==> src/shared/fdhs_pkg.sv <==
package fdhs_pkg;

  // Clock and bit cell timing
  localparam int CLOCK_NS = 10;
  localparam int SD_CELL_NS = 4000;
  localparam int DD_CELL_NS = 2000;
  localparam int GATE_LEAD_NS = 2000;
  localparam int TYPE1_NS = 1000;
  localparam int SD_HALF_CYCLES = (SD_CELL_NS / 2) / CLOCK_NS;
  localparam int DD_HALF_CYCLES = (DD_CELL_NS / 2) / CLOCK_NS;
  localparam int GATE_LEAD_CYCLES = (GATE_LEAD_NS + CLOCK_NS - 1) / CLOCK_NS;
  localparam int TYPE1_CYCLES = (TYPE1_NS + CLOCK_NS - 1) / CLOCK_NS;

  // Register select codes
  localparam logic [1:0] SEL_STATUS_CMD = 2'h0;
  localparam logic [1:0] SEL_TRACK = 2'h1;
  localparam logic [1:0] SEL_SECTOR = 2'h2;
  localparam logic [1:0] SEL_DATA = 2'h3;

  // Values after reset
  localparam logic [7:0] CMD_RESET = 8'h03;
  localparam logic [7:0] SECTOR_RESET = 8'h01;

  // Head position band for the outer-track indicator
  localparam logic [7:0] OUTER_TRACK_FIRST = 8'h2C;
  localparam logic [7:0] OUTER_TRACK_LAST = 8'h4C;

  // Byte counts
  localparam int SECTOR_BYTES = 256;
  localparam int ADDRESS_BYTES = 6;

  // Status bit positions
  localparam int ST_NOT_READY = 7;
  localparam int ST_WRITE_PROT = 6;
  localparam int ST_WRITE_FAULT = 5;
  localparam int ST_LOST_DATA = 2;
  localparam int ST_TRACK_ZERO = 2;
  localparam int ST_INDEX = 1;
  localparam int ST_DATA_REQ = 1;
  localparam int ST_BUSY = 0;

  // Command classes decoded from the command byte
  typedef enum logic [2:0] {
    K_TYPE1 = 3'h0,
    K_READ_SECTOR = 3'h1,
    K_WRITE_SECTOR = 3'h2,
    K_READ_ADDRESS = 3'h3,
    K_READ_TRACK = 3'h4,
    K_WRITE_TRACK = 3'h5,
    K_FORCE_INT = 3'h6
  } fdhs_kind_t;

  // Main sequencer states, one-hot
  typedef enum logic [5:0] {
    S_IDLE = 6'h01,
    S_SEEK = 6'h02,
    S_READ = 6'h04,
    S_GATE = 6'h08,
    S_WRITE = 6'h10
  } fdhs_state_e_t;

endpackage

==> src/shared/fdhs_stream_if.sv <==
`timescale 1ns/1ps
interface fdhs_stream_if #(parameter int WIDTH = 8);
  logic valid;
  logic ready;
  logic [WIDTH-1:0] data;
  modport src (output valid, output data, input ready);
  modport snk (input valid, input data, output ready);
endinterface

==> src/verilog/fdhs_fifo.sv <==
`timescale 1ns/1ps
module fdhs_fifo #(
  parameter int WIDTH = 8,
  parameter int DEPTH = 8
) (
  input wire logic i_clock,
  input wire logic i_resetn,
  fdhs_stream_if.snk s_in,
  fdhs_stream_if.src s_out
);
  localparam int AW = $clog2(DEPTH);

  // Pointer wrap relies on a power-of-two depth
  generate
    if (DEPTH < 2 || (DEPTH & (DEPTH - 1)) != 0) begin : g_chk
      $error("fdhs_fifo: DEPTH must be a power of two, at least 2");
    end
  endgenerate

  typedef struct packed {
    logic [DEPTH-1:0][WIDTH-1:0] mem;
    logic [AW-1:0] wr_ptr;
    logic [AW-1:0] rd_ptr;
    logic [AW:0] count;
  } fdhs_fifo_state_t;

  fdhs_fifo_state_t s_reg;
  fdhs_fifo_state_t s_next;
  logic push;
  logic pop;

  // Honest flags straight from the occupancy count
  assign s_in.ready = (s_reg.count != (AW + 1)'(DEPTH));
  assign s_out.valid = (s_reg.count != '0);
  assign s_out.data = s_reg.mem[s_reg.rd_ptr];
  assign push = s_in.valid & s_in.ready;
  assign pop = s_out.valid & s_out.ready;

  // Next state; push and pop in one cycle leave the count unchanged
  always_comb begin
    s_next = s_reg;
    if (push) begin
      s_next.mem[s_reg.wr_ptr] = s_in.data;
      s_next.wr_ptr = s_reg.wr_ptr + 1'b1;
    end
    if (pop) begin
      s_next.rd_ptr = s_reg.rd_ptr + 1'b1;
    end
    if (push && !pop) begin
      s_next.count = s_reg.count + 1'b1;
    end else if (pop && !push) begin
      s_next.count = s_reg.count - 1'b1;
    end
    if (!i_resetn) begin
      s_next = '0;
    end
  end

  always_ff @(posedge i_clock) begin
    s_reg <= s_next;
  end
endmodule

==> src/verilog/fdhs_top.sv <==
`timescale 1ns/1ps
module fdhs_top #(
  parameter int FIFO_DEPTH = 8
) (
  input wire logic i_clock,
  input wire logic i_resetn,
  input wire logic i_rd_strobe,
  input wire logic i_wr_strobe,
  input wire logic [1:0] i_reg_sel,
  input wire logic [7:0] i_host_wdata,
  output logic [7:0] o_host_rdata,
  output logic o_data_request,
  output logic o_interrupt_request,
  output logic o_outer_track_indicator,
  output logic o_write_gate,
  output logic o_write_pulse_out,
  input wire logic i_ready,
  input wire logic i_fault_in_vfo_enable_n,
  output logic o_fault_in_vfo_enable_n,
  output logic o_fault_in_vfo_enable_oe_n,
  input wire logic i_track_zero_sense_n,
  input wire logic i_index_hole_sense_n,
  input wire logic i_write_protect_sense_n,
  input wire logic i_density_select,
  input wire logic i_read_bit_strobe,
  input wire logic i_read_bit
);
  import fdhs_pkg::*;

  typedef struct packed {
    fdhs_state_e_t state;
    logic [7:0] cmd;
    logic [7:0] track;
    logic [7:0] sector;
    logic [7:0] data;
    logic data_full;
    logic rd_mode;
    logic type1_last;
    logic st_wp;
    logic st_wf;
    logic st_lost;
    logic irq;
    logic drq;
    logic otk;
    logic gate;
    logic pulse;
    logic vfo_oe_n;
    logic [8:0] bytes;
    logic [8:0] timer;
    logic phase;
    logic [7:0] shift;
    logic [2:0] bitcnt;
    logic sh_valid;
    logic prev_bit;
    logic idx_prev;
    logic [7:0] rdata;
    logic [7:0] asm_shift;
    logic [2:0] asm_cnt;
    logic push_valid;
    logic [7:0] push_data;
  } fdhs_state_t;

  fdhs_state_t s_reg;
  fdhs_state_t s_next;
  fdhs_stream_if #(.WIDTH(8)) fifo_in ();
  fdhs_stream_if #(.WIDTH(8)) fifo_out ();

  ////////////////////////////////////////////////////////////////////////////
  // Command decoding, used at start and for status layout

  function automatic fdhs_kind_t cmd_kind(input logic [7:0] c);
    if (!c[7]) begin
      cmd_kind = K_TYPE1;
    end else if (c[6:4] == 3'h0) begin
      cmd_kind = K_READ_SECTOR;
    end else if (c[6:4] == 3'h1) begin
      cmd_kind = K_WRITE_SECTOR;
    end else if (c[6:4] == 3'h4) begin
      cmd_kind = K_READ_ADDRESS;
    end else if (c[6:4] == 3'h5) begin
      cmd_kind = K_FORCE_INT;
    end else if (c[6:4] == 3'h6) begin
      cmd_kind = K_READ_TRACK;
    end else begin
      cmd_kind = K_WRITE_TRACK;
    end
  endfunction

  function automatic logic [7:0] status_of(input fdhs_state_t s,
                                           input logic ready_in,
                                           input logic tz_n,
                                           input logic idx_n);
    logic [7:0] v;
    v = 8'h00;
    v[ST_NOT_READY] = !ready_in;
    v[ST_BUSY] = (s.state != S_IDLE);
    if (s.type1_last) begin
      v[ST_WRITE_PROT] = !i_write_protect_sense_n;
      v[ST_TRACK_ZERO] = !tz_n;
      v[ST_INDEX] = !idx_n;
    end else begin
      v[ST_WRITE_PROT] = s.st_wp;
      v[ST_WRITE_FAULT] = s.st_wf;
      v[ST_LOST_DATA] = s.st_lost;
      v[ST_DATA_REQ] = s.drq;
    end
    status_of = v;
  endfunction

  ////////////////////////////////////////////////////////////////////////////
  // FIFO hookup: host byte to serializer on writes, assembler to host on reads

  assign fifo_in.valid = s_reg.rd_mode ? s_reg.push_valid :
                         (s_reg.data_full && s_reg.state != S_IDLE);
  assign fifo_in.data = s_reg.rd_mode ? s_reg.push_data : s_reg.data;
  assign fifo_out.ready = s_reg.rd_mode ? !s_reg.data_full :
                          (s_reg.state == S_WRITE && !s_reg.sh_valid);

  fdhs_fifo #(.WIDTH(8), .DEPTH(FIFO_DEPTH)) u_fifo (
    .i_clock(i_clock),
    .i_resetn(i_resetn),
    .s_in(fifo_in.snk),
    .s_out(fifo_out.src)
  );

  ////////////////////////////////////////////////////////////////////////////
  // Sequencer, register file and serial paths

  always_comb begin
    logic done;
    logic host_cmd;
    logic [8:0] half;
    logic [8:0] target;
    logic idx_edge;
    fdhs_kind_t k;
    done = 1'b0;
    host_cmd = i_wr_strobe && i_reg_sel == SEL_STATUS_CMD;
    half = i_density_select ? 9'(SD_HALF_CYCLES) : 9'(DD_HALF_CYCLES);
    k = cmd_kind(s_reg.cmd);
    target = (k == K_READ_ADDRESS) ? 9'(ADDRESS_BYTES) : 9'(SECTOR_BYTES);
    idx_edge = s_reg.idx_prev && !i_index_hole_sense_n;
    s_next = s_reg;
    s_next.pulse = 1'b0;
    s_next.idx_prev = i_index_hole_sense_n;

    // Host register access
    if (i_rd_strobe) begin
      unique case (i_reg_sel)
        SEL_STATUS_CMD: s_next.rdata = status_of(s_reg, i_ready,
                          i_track_zero_sense_n, i_index_hole_sense_n);
        SEL_TRACK: s_next.rdata = s_reg.track;
        SEL_SECTOR: s_next.rdata = s_reg.sector;
        SEL_DATA: s_next.rdata = s_reg.data;
      endcase
      if (i_reg_sel == SEL_STATUS_CMD) begin
        s_next.irq = 1'b0;
      end
      if (i_reg_sel == SEL_DATA && s_reg.rd_mode) begin
        s_next.data_full = 1'b0;
      end
    end
    if (i_wr_strobe) begin
      unique case (i_reg_sel)
        SEL_STATUS_CMD: s_next.irq = 1'b0;
        SEL_TRACK: s_next.track = i_host_wdata;
        SEL_SECTOR: s_next.sector = i_host_wdata;
        SEL_DATA: begin
          s_next.data = i_host_wdata;
          s_next.data_full = !s_reg.rd_mode;
        end
      endcase
    end

    // Write-side hand-off of the host byte into the FIFO
    if (!s_reg.rd_mode && fifo_in.valid && fifo_in.ready) begin
      s_next.data_full = 1'b0;
    end
    // Read-side: FIFO head loads the data register once it is empty
    if (s_reg.rd_mode && fifo_out.valid && fifo_out.ready) begin
      s_next.data = fifo_out.data;
      s_next.data_full = 1'b1;
    end
    if (s_reg.rd_mode && fifo_in.valid && fifo_in.ready) begin
      s_next.push_valid = 1'b0;
    end

    // Sequencer; only a forced interrupt is taken while busy
    unique case (s_reg.state)
      S_IDLE: begin
        if (host_cmd) begin
          s_next.cmd = i_host_wdata;
          s_next.st_wp = 1'b0;
          s_next.st_wf = 1'b0;
          s_next.st_lost = 1'b0;
          s_next.bytes = '0;
          s_next.asm_cnt = '0;
          s_next.push_valid = 1'b0;
          s_next.type1_last = 1'b0;
          k = cmd_kind(i_host_wdata);
          if (k == K_TYPE1) begin
            s_next.type1_last = 1'b1;
            s_next.timer = 9'(TYPE1_CYCLES);
            s_next.state = S_SEEK;
          end else if (k == K_FORCE_INT) begin
            done = 1'b1;
          end else if (k == K_WRITE_SECTOR || k == K_WRITE_TRACK) begin
            s_next.rd_mode = 1'b0;
            s_next.data_full = 1'b0;
            if (!i_write_protect_sense_n) begin
              s_next.st_wp = 1'b1;
              done = 1'b1;
            end else begin
              s_next.gate = 1'b1;
              s_next.timer = 9'(GATE_LEAD_CYCLES);
              s_next.state = S_GATE;
            end
          end else begin
            s_next.rd_mode = 1'b1;
            s_next.data_full = 1'b0;
            s_next.state = S_READ;
          end
        end
      end
      S_SEEK: begin
        // Ready is not looked at here
        if (s_reg.timer == 9'h001) begin
          done = 1'b1;
          if (s_reg.cmd[7:4] == 4'h0) begin
            s_next.track = 8'h00;
          end else if (s_reg.cmd[7:4] == 4'h1) begin
            s_next.track = s_reg.data;
          end else if (s_reg.cmd[4]) begin
            s_next.track = s_reg.cmd[6:5] == 2'h3 ? s_reg.track - 8'h01
                                                  : s_reg.track + 8'h01;
          end
        end else begin
          s_next.timer = s_reg.timer - 9'h001;
        end
      end
      S_READ: begin
        if (i_read_bit_strobe) begin
          s_next.asm_shift = {s_reg.asm_shift[6:0], i_read_bit};
          s_next.asm_cnt = s_reg.asm_cnt + 3'h1;
          if (s_reg.asm_cnt == 3'h7) begin
            // Disk cannot wait: a byte with nowhere to go is lost
            if (s_next.push_valid) begin
              s_next.st_lost = 1'b1;
            end else begin
              s_next.push_valid = 1'b1;
              s_next.push_data = {s_reg.asm_shift[6:0], i_read_bit};
            end
            s_next.bytes = s_reg.bytes + 9'h001;
            if (k != K_READ_TRACK && s_reg.bytes + 9'h001 == target) begin
              done = 1'b1;
            end
          end
        end
        if (k == K_READ_TRACK && idx_edge) begin
          done = 1'b1;
        end
      end
      S_GATE: begin
        if (s_reg.timer == 9'h001) begin
          s_next.state = S_WRITE;
          s_next.timer = '0;
          s_next.sh_valid = 1'b0;
        end else begin
          s_next.timer = s_reg.timer - 9'h001;
        end
      end
      S_WRITE: begin
        if (!s_reg.sh_valid) begin
          // Underrun writes a zero byte and flags lost data
          s_next.shift = fifo_out.valid ? fifo_out.data : 8'h00;
          s_next.st_lost = s_reg.st_lost | !fifo_out.valid;
          s_next.sh_valid = 1'b1;
          s_next.bitcnt = '0;
          s_next.phase = 1'b0;
          s_next.timer = '0;
        end else if (s_reg.timer == half - 9'h001) begin
          s_next.timer = '0;
          s_next.phase = !s_reg.phase;
          if (!s_reg.phase) begin
            // Clock slot: always in single, only between zeros in double
            s_next.pulse = i_density_select ||
                           (!s_reg.prev_bit && !s_reg.shift[7]);
          end else begin
            s_next.pulse = s_reg.shift[7];
            s_next.prev_bit = s_reg.shift[7];
            s_next.shift = {s_reg.shift[6:0], 1'b0};
            s_next.bitcnt = s_reg.bitcnt + 3'h1;
            if (s_reg.bitcnt == 3'h7) begin
              s_next.sh_valid = 1'b0;
              s_next.bytes = s_reg.bytes + 9'h001;
              if (k == K_WRITE_SECTOR &&
                  s_reg.bytes + 9'h001 == 9'(SECTOR_BYTES)) begin
                done = 1'b1;
              end
            end
          end
        end else begin
          s_next.timer = s_reg.timer + 9'h001;
        end
        if (k == K_WRITE_TRACK && idx_edge) begin
          done = 1'b1;
        end
      end
    endcase

    // Faults during transfers; the shared pin is taken as a fault only while gate is on
    if (s_reg.state == S_READ || s_reg.state == S_GATE ||
        s_reg.state == S_WRITE) begin
      if (!i_ready) begin
        done = 1'b1;
      end
      if (s_reg.gate && !i_fault_in_vfo_enable_n) begin
        s_next.st_wf = 1'b1;
        done = 1'b1;
      end
    end
    if (s_reg.state != S_IDLE && host_cmd &&
        cmd_kind(i_host_wdata) == K_FORCE_INT) begin
      s_next.cmd = i_host_wdata;
      done = 1'b1;
    end

    // Completion or termination; the set wins over a same-cycle clear
    if (done) begin
      s_next.state = S_IDLE;
      s_next.gate = 1'b0;
      s_next.sh_valid = 1'b0;
      s_next.irq = 1'b1;
    end

    // Registered pin images
    s_next.drq = s_next.rd_mode ? s_next.data_full
               : (s_next.state != S_IDLE && !s_next.data_full);
    s_next.otk = (s_next.state == S_READ || s_next.state == S_WRITE) &&
                 s_next.track >= OUTER_TRACK_FIRST &&
                 s_next.track <= OUTER_TRACK_LAST;
    s_next.vfo_oe_n = !(s_next.state == S_READ && !s_next.gate);

    if (!i_resetn) begin
      s_next = '0;
      s_next.state = S_IDLE;
      s_next.cmd = CMD_RESET;
      s_next.sector = SECTOR_RESET;
      s_next.rd_mode = 1'b1;
      s_next.vfo_oe_n = 1'b1;
      s_next.idx_prev = 1'b1;
    end
  end

  always_ff @(posedge i_clock) begin
    s_reg <= s_next;
  end

  ////////////////////////////////////////////////////////////////////////////
  // Outputs

  assign o_host_rdata = s_reg.rdata;
  assign o_data_request = s_reg.drq;
  assign o_interrupt_request = s_reg.irq;
  assign o_outer_track_indicator = s_reg.otk;
  assign o_write_gate = s_reg.gate;
  assign o_write_pulse_out = s_reg.pulse;
  // Open drain: pulled low as the active VFO enable level
  assign o_fault_in_vfo_enable_n = 1'b0;
  assign o_fault_in_vfo_enable_oe_n = s_reg.vfo_oe_n;
endmodule

==> config.mk <==
export PLATFORM = sky130hd
export DESIGN_NAME = fdhs_top
export DESIGN_NICKNAME = d
export VERILOG_FILES = /design/src/shared/fdhs_pkg.sv /design/src/shared/fdhs_stream_if.sv /design/src/verilog/fdhs_fifo.sv /design/src/verilog/fdhs_top.sv
export SDC_FILE = /design/constraint.sdc
export NUM_CORES = 1
export LEC_CHECK = 0
export BUFFER_PORTS_ARGS = -buffer_cell sky130_fd_sc_hd__buf_4
export CORE_MARGIN = 2
export CORE_UTILIZATION = 30
export CTS_BUF_LIST = sky130_fd_sc_hd__clkbuf_4
export CTS_CLUSTER_DIAMETER = 50
export DETAILED_ROUTE_END_ITERATION = 6
export GPL_ROUTABILITY_DRIVEN = 1
export PLACE_DENSITY = 0.52
export SLEW_MARGIN = 20
export SYNTH_ARGS = -nofsm -noshare
export SYNTH_HDL_FRONTEND = slang
export SYNTH_SLANG_ARGS = --single-unit
==> constraint.sdc <==
create_clock -name i_clock -period 3.4 [get_ports i_clock]
set_input_delay 0.68 -clock i_clock [delete_from_list [all_inputs] [get_ports i_clock]]
set_output_delay 0.68 -clock i_clock [all_outputs]
set_load 0.005 [all_outputs]
==> impl_metrics.env <==
export IMPL_wirelength_um=24300
export IMPL_dp_hpwl_um=17300
export IMPL_die_w_um=182
export IMPL_period_share_pct=86.7
export IMPL_worst_setup_path_start_kind="flop"
export IMPL_placement_io_buffers=35
export IMPL_worstSetupPathType="reg -> reg"
export IMPL_area_growth_pct=9.41
export IMPL_synth_seq_cells=180
export IMPL_gr_total_overflow=0
export IMPL_layout_common_cells="180 x dfxtp_1, 157 x nand2_1, 75 x o211a_1"
export IMPL_fmax_mhz=339
export IMPL_fin_crit_ps=2950
export IMPL_cts_tree="built"
export IMPL_antenna_found_initial=0
export IMPL_syn_inst=1044
export IMPL_dr_total_vias=7538
export IMPL_htree_levels=4
export IMPL_outcome="complete, no violations"
export IMPL_p_leak_nw=4.78
export IMPL_slew_headroom_pct=30.2
export IMPL_cts_buffers=17
export IMPL_drt_iter0_drc=521
export IMPL_cp_startpoint="s_reg[109]"
export IMPL_routedWlPerCell_um=16.6
export IMPL_post_route_util_pct=33.2
export IMPL_min_from="i_index_hole_sense_n"
export IMPL_cts_root_buf="clkbuf_4"
export IMPL_synth_area_leaders="dfxtp_1 38%, o211a_1 7.9%, nand2_1 6.2%"
export IMPL_grt_pass1_wl_um=40000
export IMPL_cts_max_path_buffers=2
export IMPL_diodes=0
export IMPL_post_cts_buffers=0
export IMPL_synth_ff_type="dfxtp_1"
export IMPL_rrSetupSlack_ps=450
export IMPL_vias_per_cell=5.15
export IMPL_rsz0062_at_grt="false"
export IMPL_drive_gt1_share_pct=13.9
export IMPL_vdd_drop_max_v=0.000234
export IMPL_crit_path_max_fanout=5
export IMPL_largest_reg_flops=92
export IMPL_finalSetupTns_ps=0
export IMPL_grt_pass1_vias=7174
export IMPL_synth_edf_count=0
export IMPL_remaining_drc_errors=0
export IMPL_hold_path_depth=2
export IMPL_netlist_area_um2=9540
export IMPL_grt_use_total_pct=15.0
export IMPL_r2r_cells=13
export IMPL_yosysUniqueCellTypes=78
export IMPL_hold_viol_final=0
export IMPL_timing_rr_start="s_reg[109]"
export IMPL_clk_pin_slew_ps=160
export IMPL_crit_arrival_ps=3480
export IMPL_p_per_area_nw_per_um2=438
export IMPL_yosysTopAreaCell="dfxtp_1"
export IMPL_worst_ep_required_time_ps=3930
export IMPL_final_common_cell="dfxtp_1"
export IMPL_nets=1092
export IMPL_report_final_slew_viol_count=0
export IMPL_core_area_um2=31500
export IMPL_cts_sinks=180
export IMPL_ys_async_sr_fraction_pct=0
export IMPL_dr_pass1_iters=7
export IMPL_synth_warnings=0
export IMPL_yosysSeqAreaShare_pct=37.8
export IMPL_fp_dieArea_um2=33300
export IMPL_gp_congestion=0.877
export IMPL_grt_start_max_net_pins=115
export IMPL_initial_utilization_pct=30.3
export IMPL_synth_nets=1088
export IMPL_end_kind="flop"
export IMPL_drv_cap=0
export IMPL_antenna_left=0
export IMPL_syn_area_per_cell_um2=9.14
export IMPL_pin_count=37
export IMPL_final_setup_viol_count=0
export IMPL_worstHoldPathType="in -> reg"
export IMPL_tightestPinTransition_ps=1040
export IMPL_cts_resized=0
export IMPL_finalClockSkew_ps=39.4
export IMPL_rows=65
export IMPL_clock_latency_ps=610
export IMPL_synth_top_area_share_pct=37.8
export IMPL_dieHeight_um=182
export IMPL_ctsHoldBuffers=0
[where the power goes]
| part | internal [mW] | switching (mW) | leakage (nW) | total [mW] |
|---|---|---|---|---|
| clock network | 0.348 | 0.877 | 0.148 | 1.22 |
| logic | 0.452 | 0.554 | 3.17 | 1.01 |
| registers | 2.22 | 0.129 | 1.46 | 2.34 |
| total | 3.02 | 1.56 | 4.78 | 4.57 |
[worst max-delay path, stage by stage, from the launching register on]
cell      delay (ps)
dfxtp_1          470
nor2b_1          250
nand3_1          120
or3_1            320
a21oi_1          220
inv_1             70
ha_1             220
inv_1            110
ha_1             240
a21o_1           170
a21oi_1          160
xnor2_1           90
or3_1            290
a21boi_0         160
[layout make-up]
class | count | area, um^2
multi-input combinational | 773 | 5540
tap | 402 | 503
timing repair buffer | 59 | 455
clock buffer | 19 | 143
inverter | 17 | 63.8
clock inverter | 13 | 134
fill | 3286 | 21000
sequential | 180 | 3600
[worst paths after layout]
check | endpoint
worst max-delay path | u_fifo.s_reg[3]
worst min-delay path | s_reg[28]
worst max register to register | u_fifo.s_reg[3]
worst min register to register | s_reg[33]
[per-stage QoR]
stage                     cells  hold WS [ps]  power (mW)  instance area, um^2  setup WS (ps)
after global placement     1431           452        3.40                10200            526
after CTS                  1463           266        4.63                10400            435
after detailed placement   1431           467        3.40                10200            499
final                      1463           310        4.57                10400            454
after global routing       1463           273        4.86                10400            121
after floorplan            1044           439        3.09                 9540            454
[metal layers]
| metal | track usage (%) | wire length (um) |
|---|---|---|
| met1 | 20.8 | 12200 |
| met2 | 24.3 | 11200 |
| met3 | 2.41 | 687 |
| met4 | 3.84 | 254 |
| met5 | 0 | 0 |
[Yosys cell counts (9+ instances only)]
cell type,n
a21boi_0,18
a21oi_1,41
a22oi_1,11
and2_1,16
and3_1,17
buf_2,22
buf_4,9
clkbuf_1,38
dfxtp_1,180
ha_1,20
inv_1,17
mux2i_1,55
mux4_2,21
nand2_1,157
nand3_1,25
nor2_1,51
nor2b_1,54
nor3_1,18
o211a_1,75
o211ai_1,11
o21ai_0,29
xnor2_1,15
[logic make-up (layout without fill, tap and decap cells)]
logic type	after synthesis	count (layout)	share of synthesized area (%)
buffers and inverters	91	108	4.22
adders and majority gates	22	22	3.04
other	1	1	0.0393
xor gates and xnor gates	20	20	1.84
AOI/OAI and AO/OA	250	250	20.3
DFF	180	180	37.8
muxes	78	78	11.0
and+or+nand+nor	402	402	21.8
Note: power is estimated with default switching activity, not from simulation.
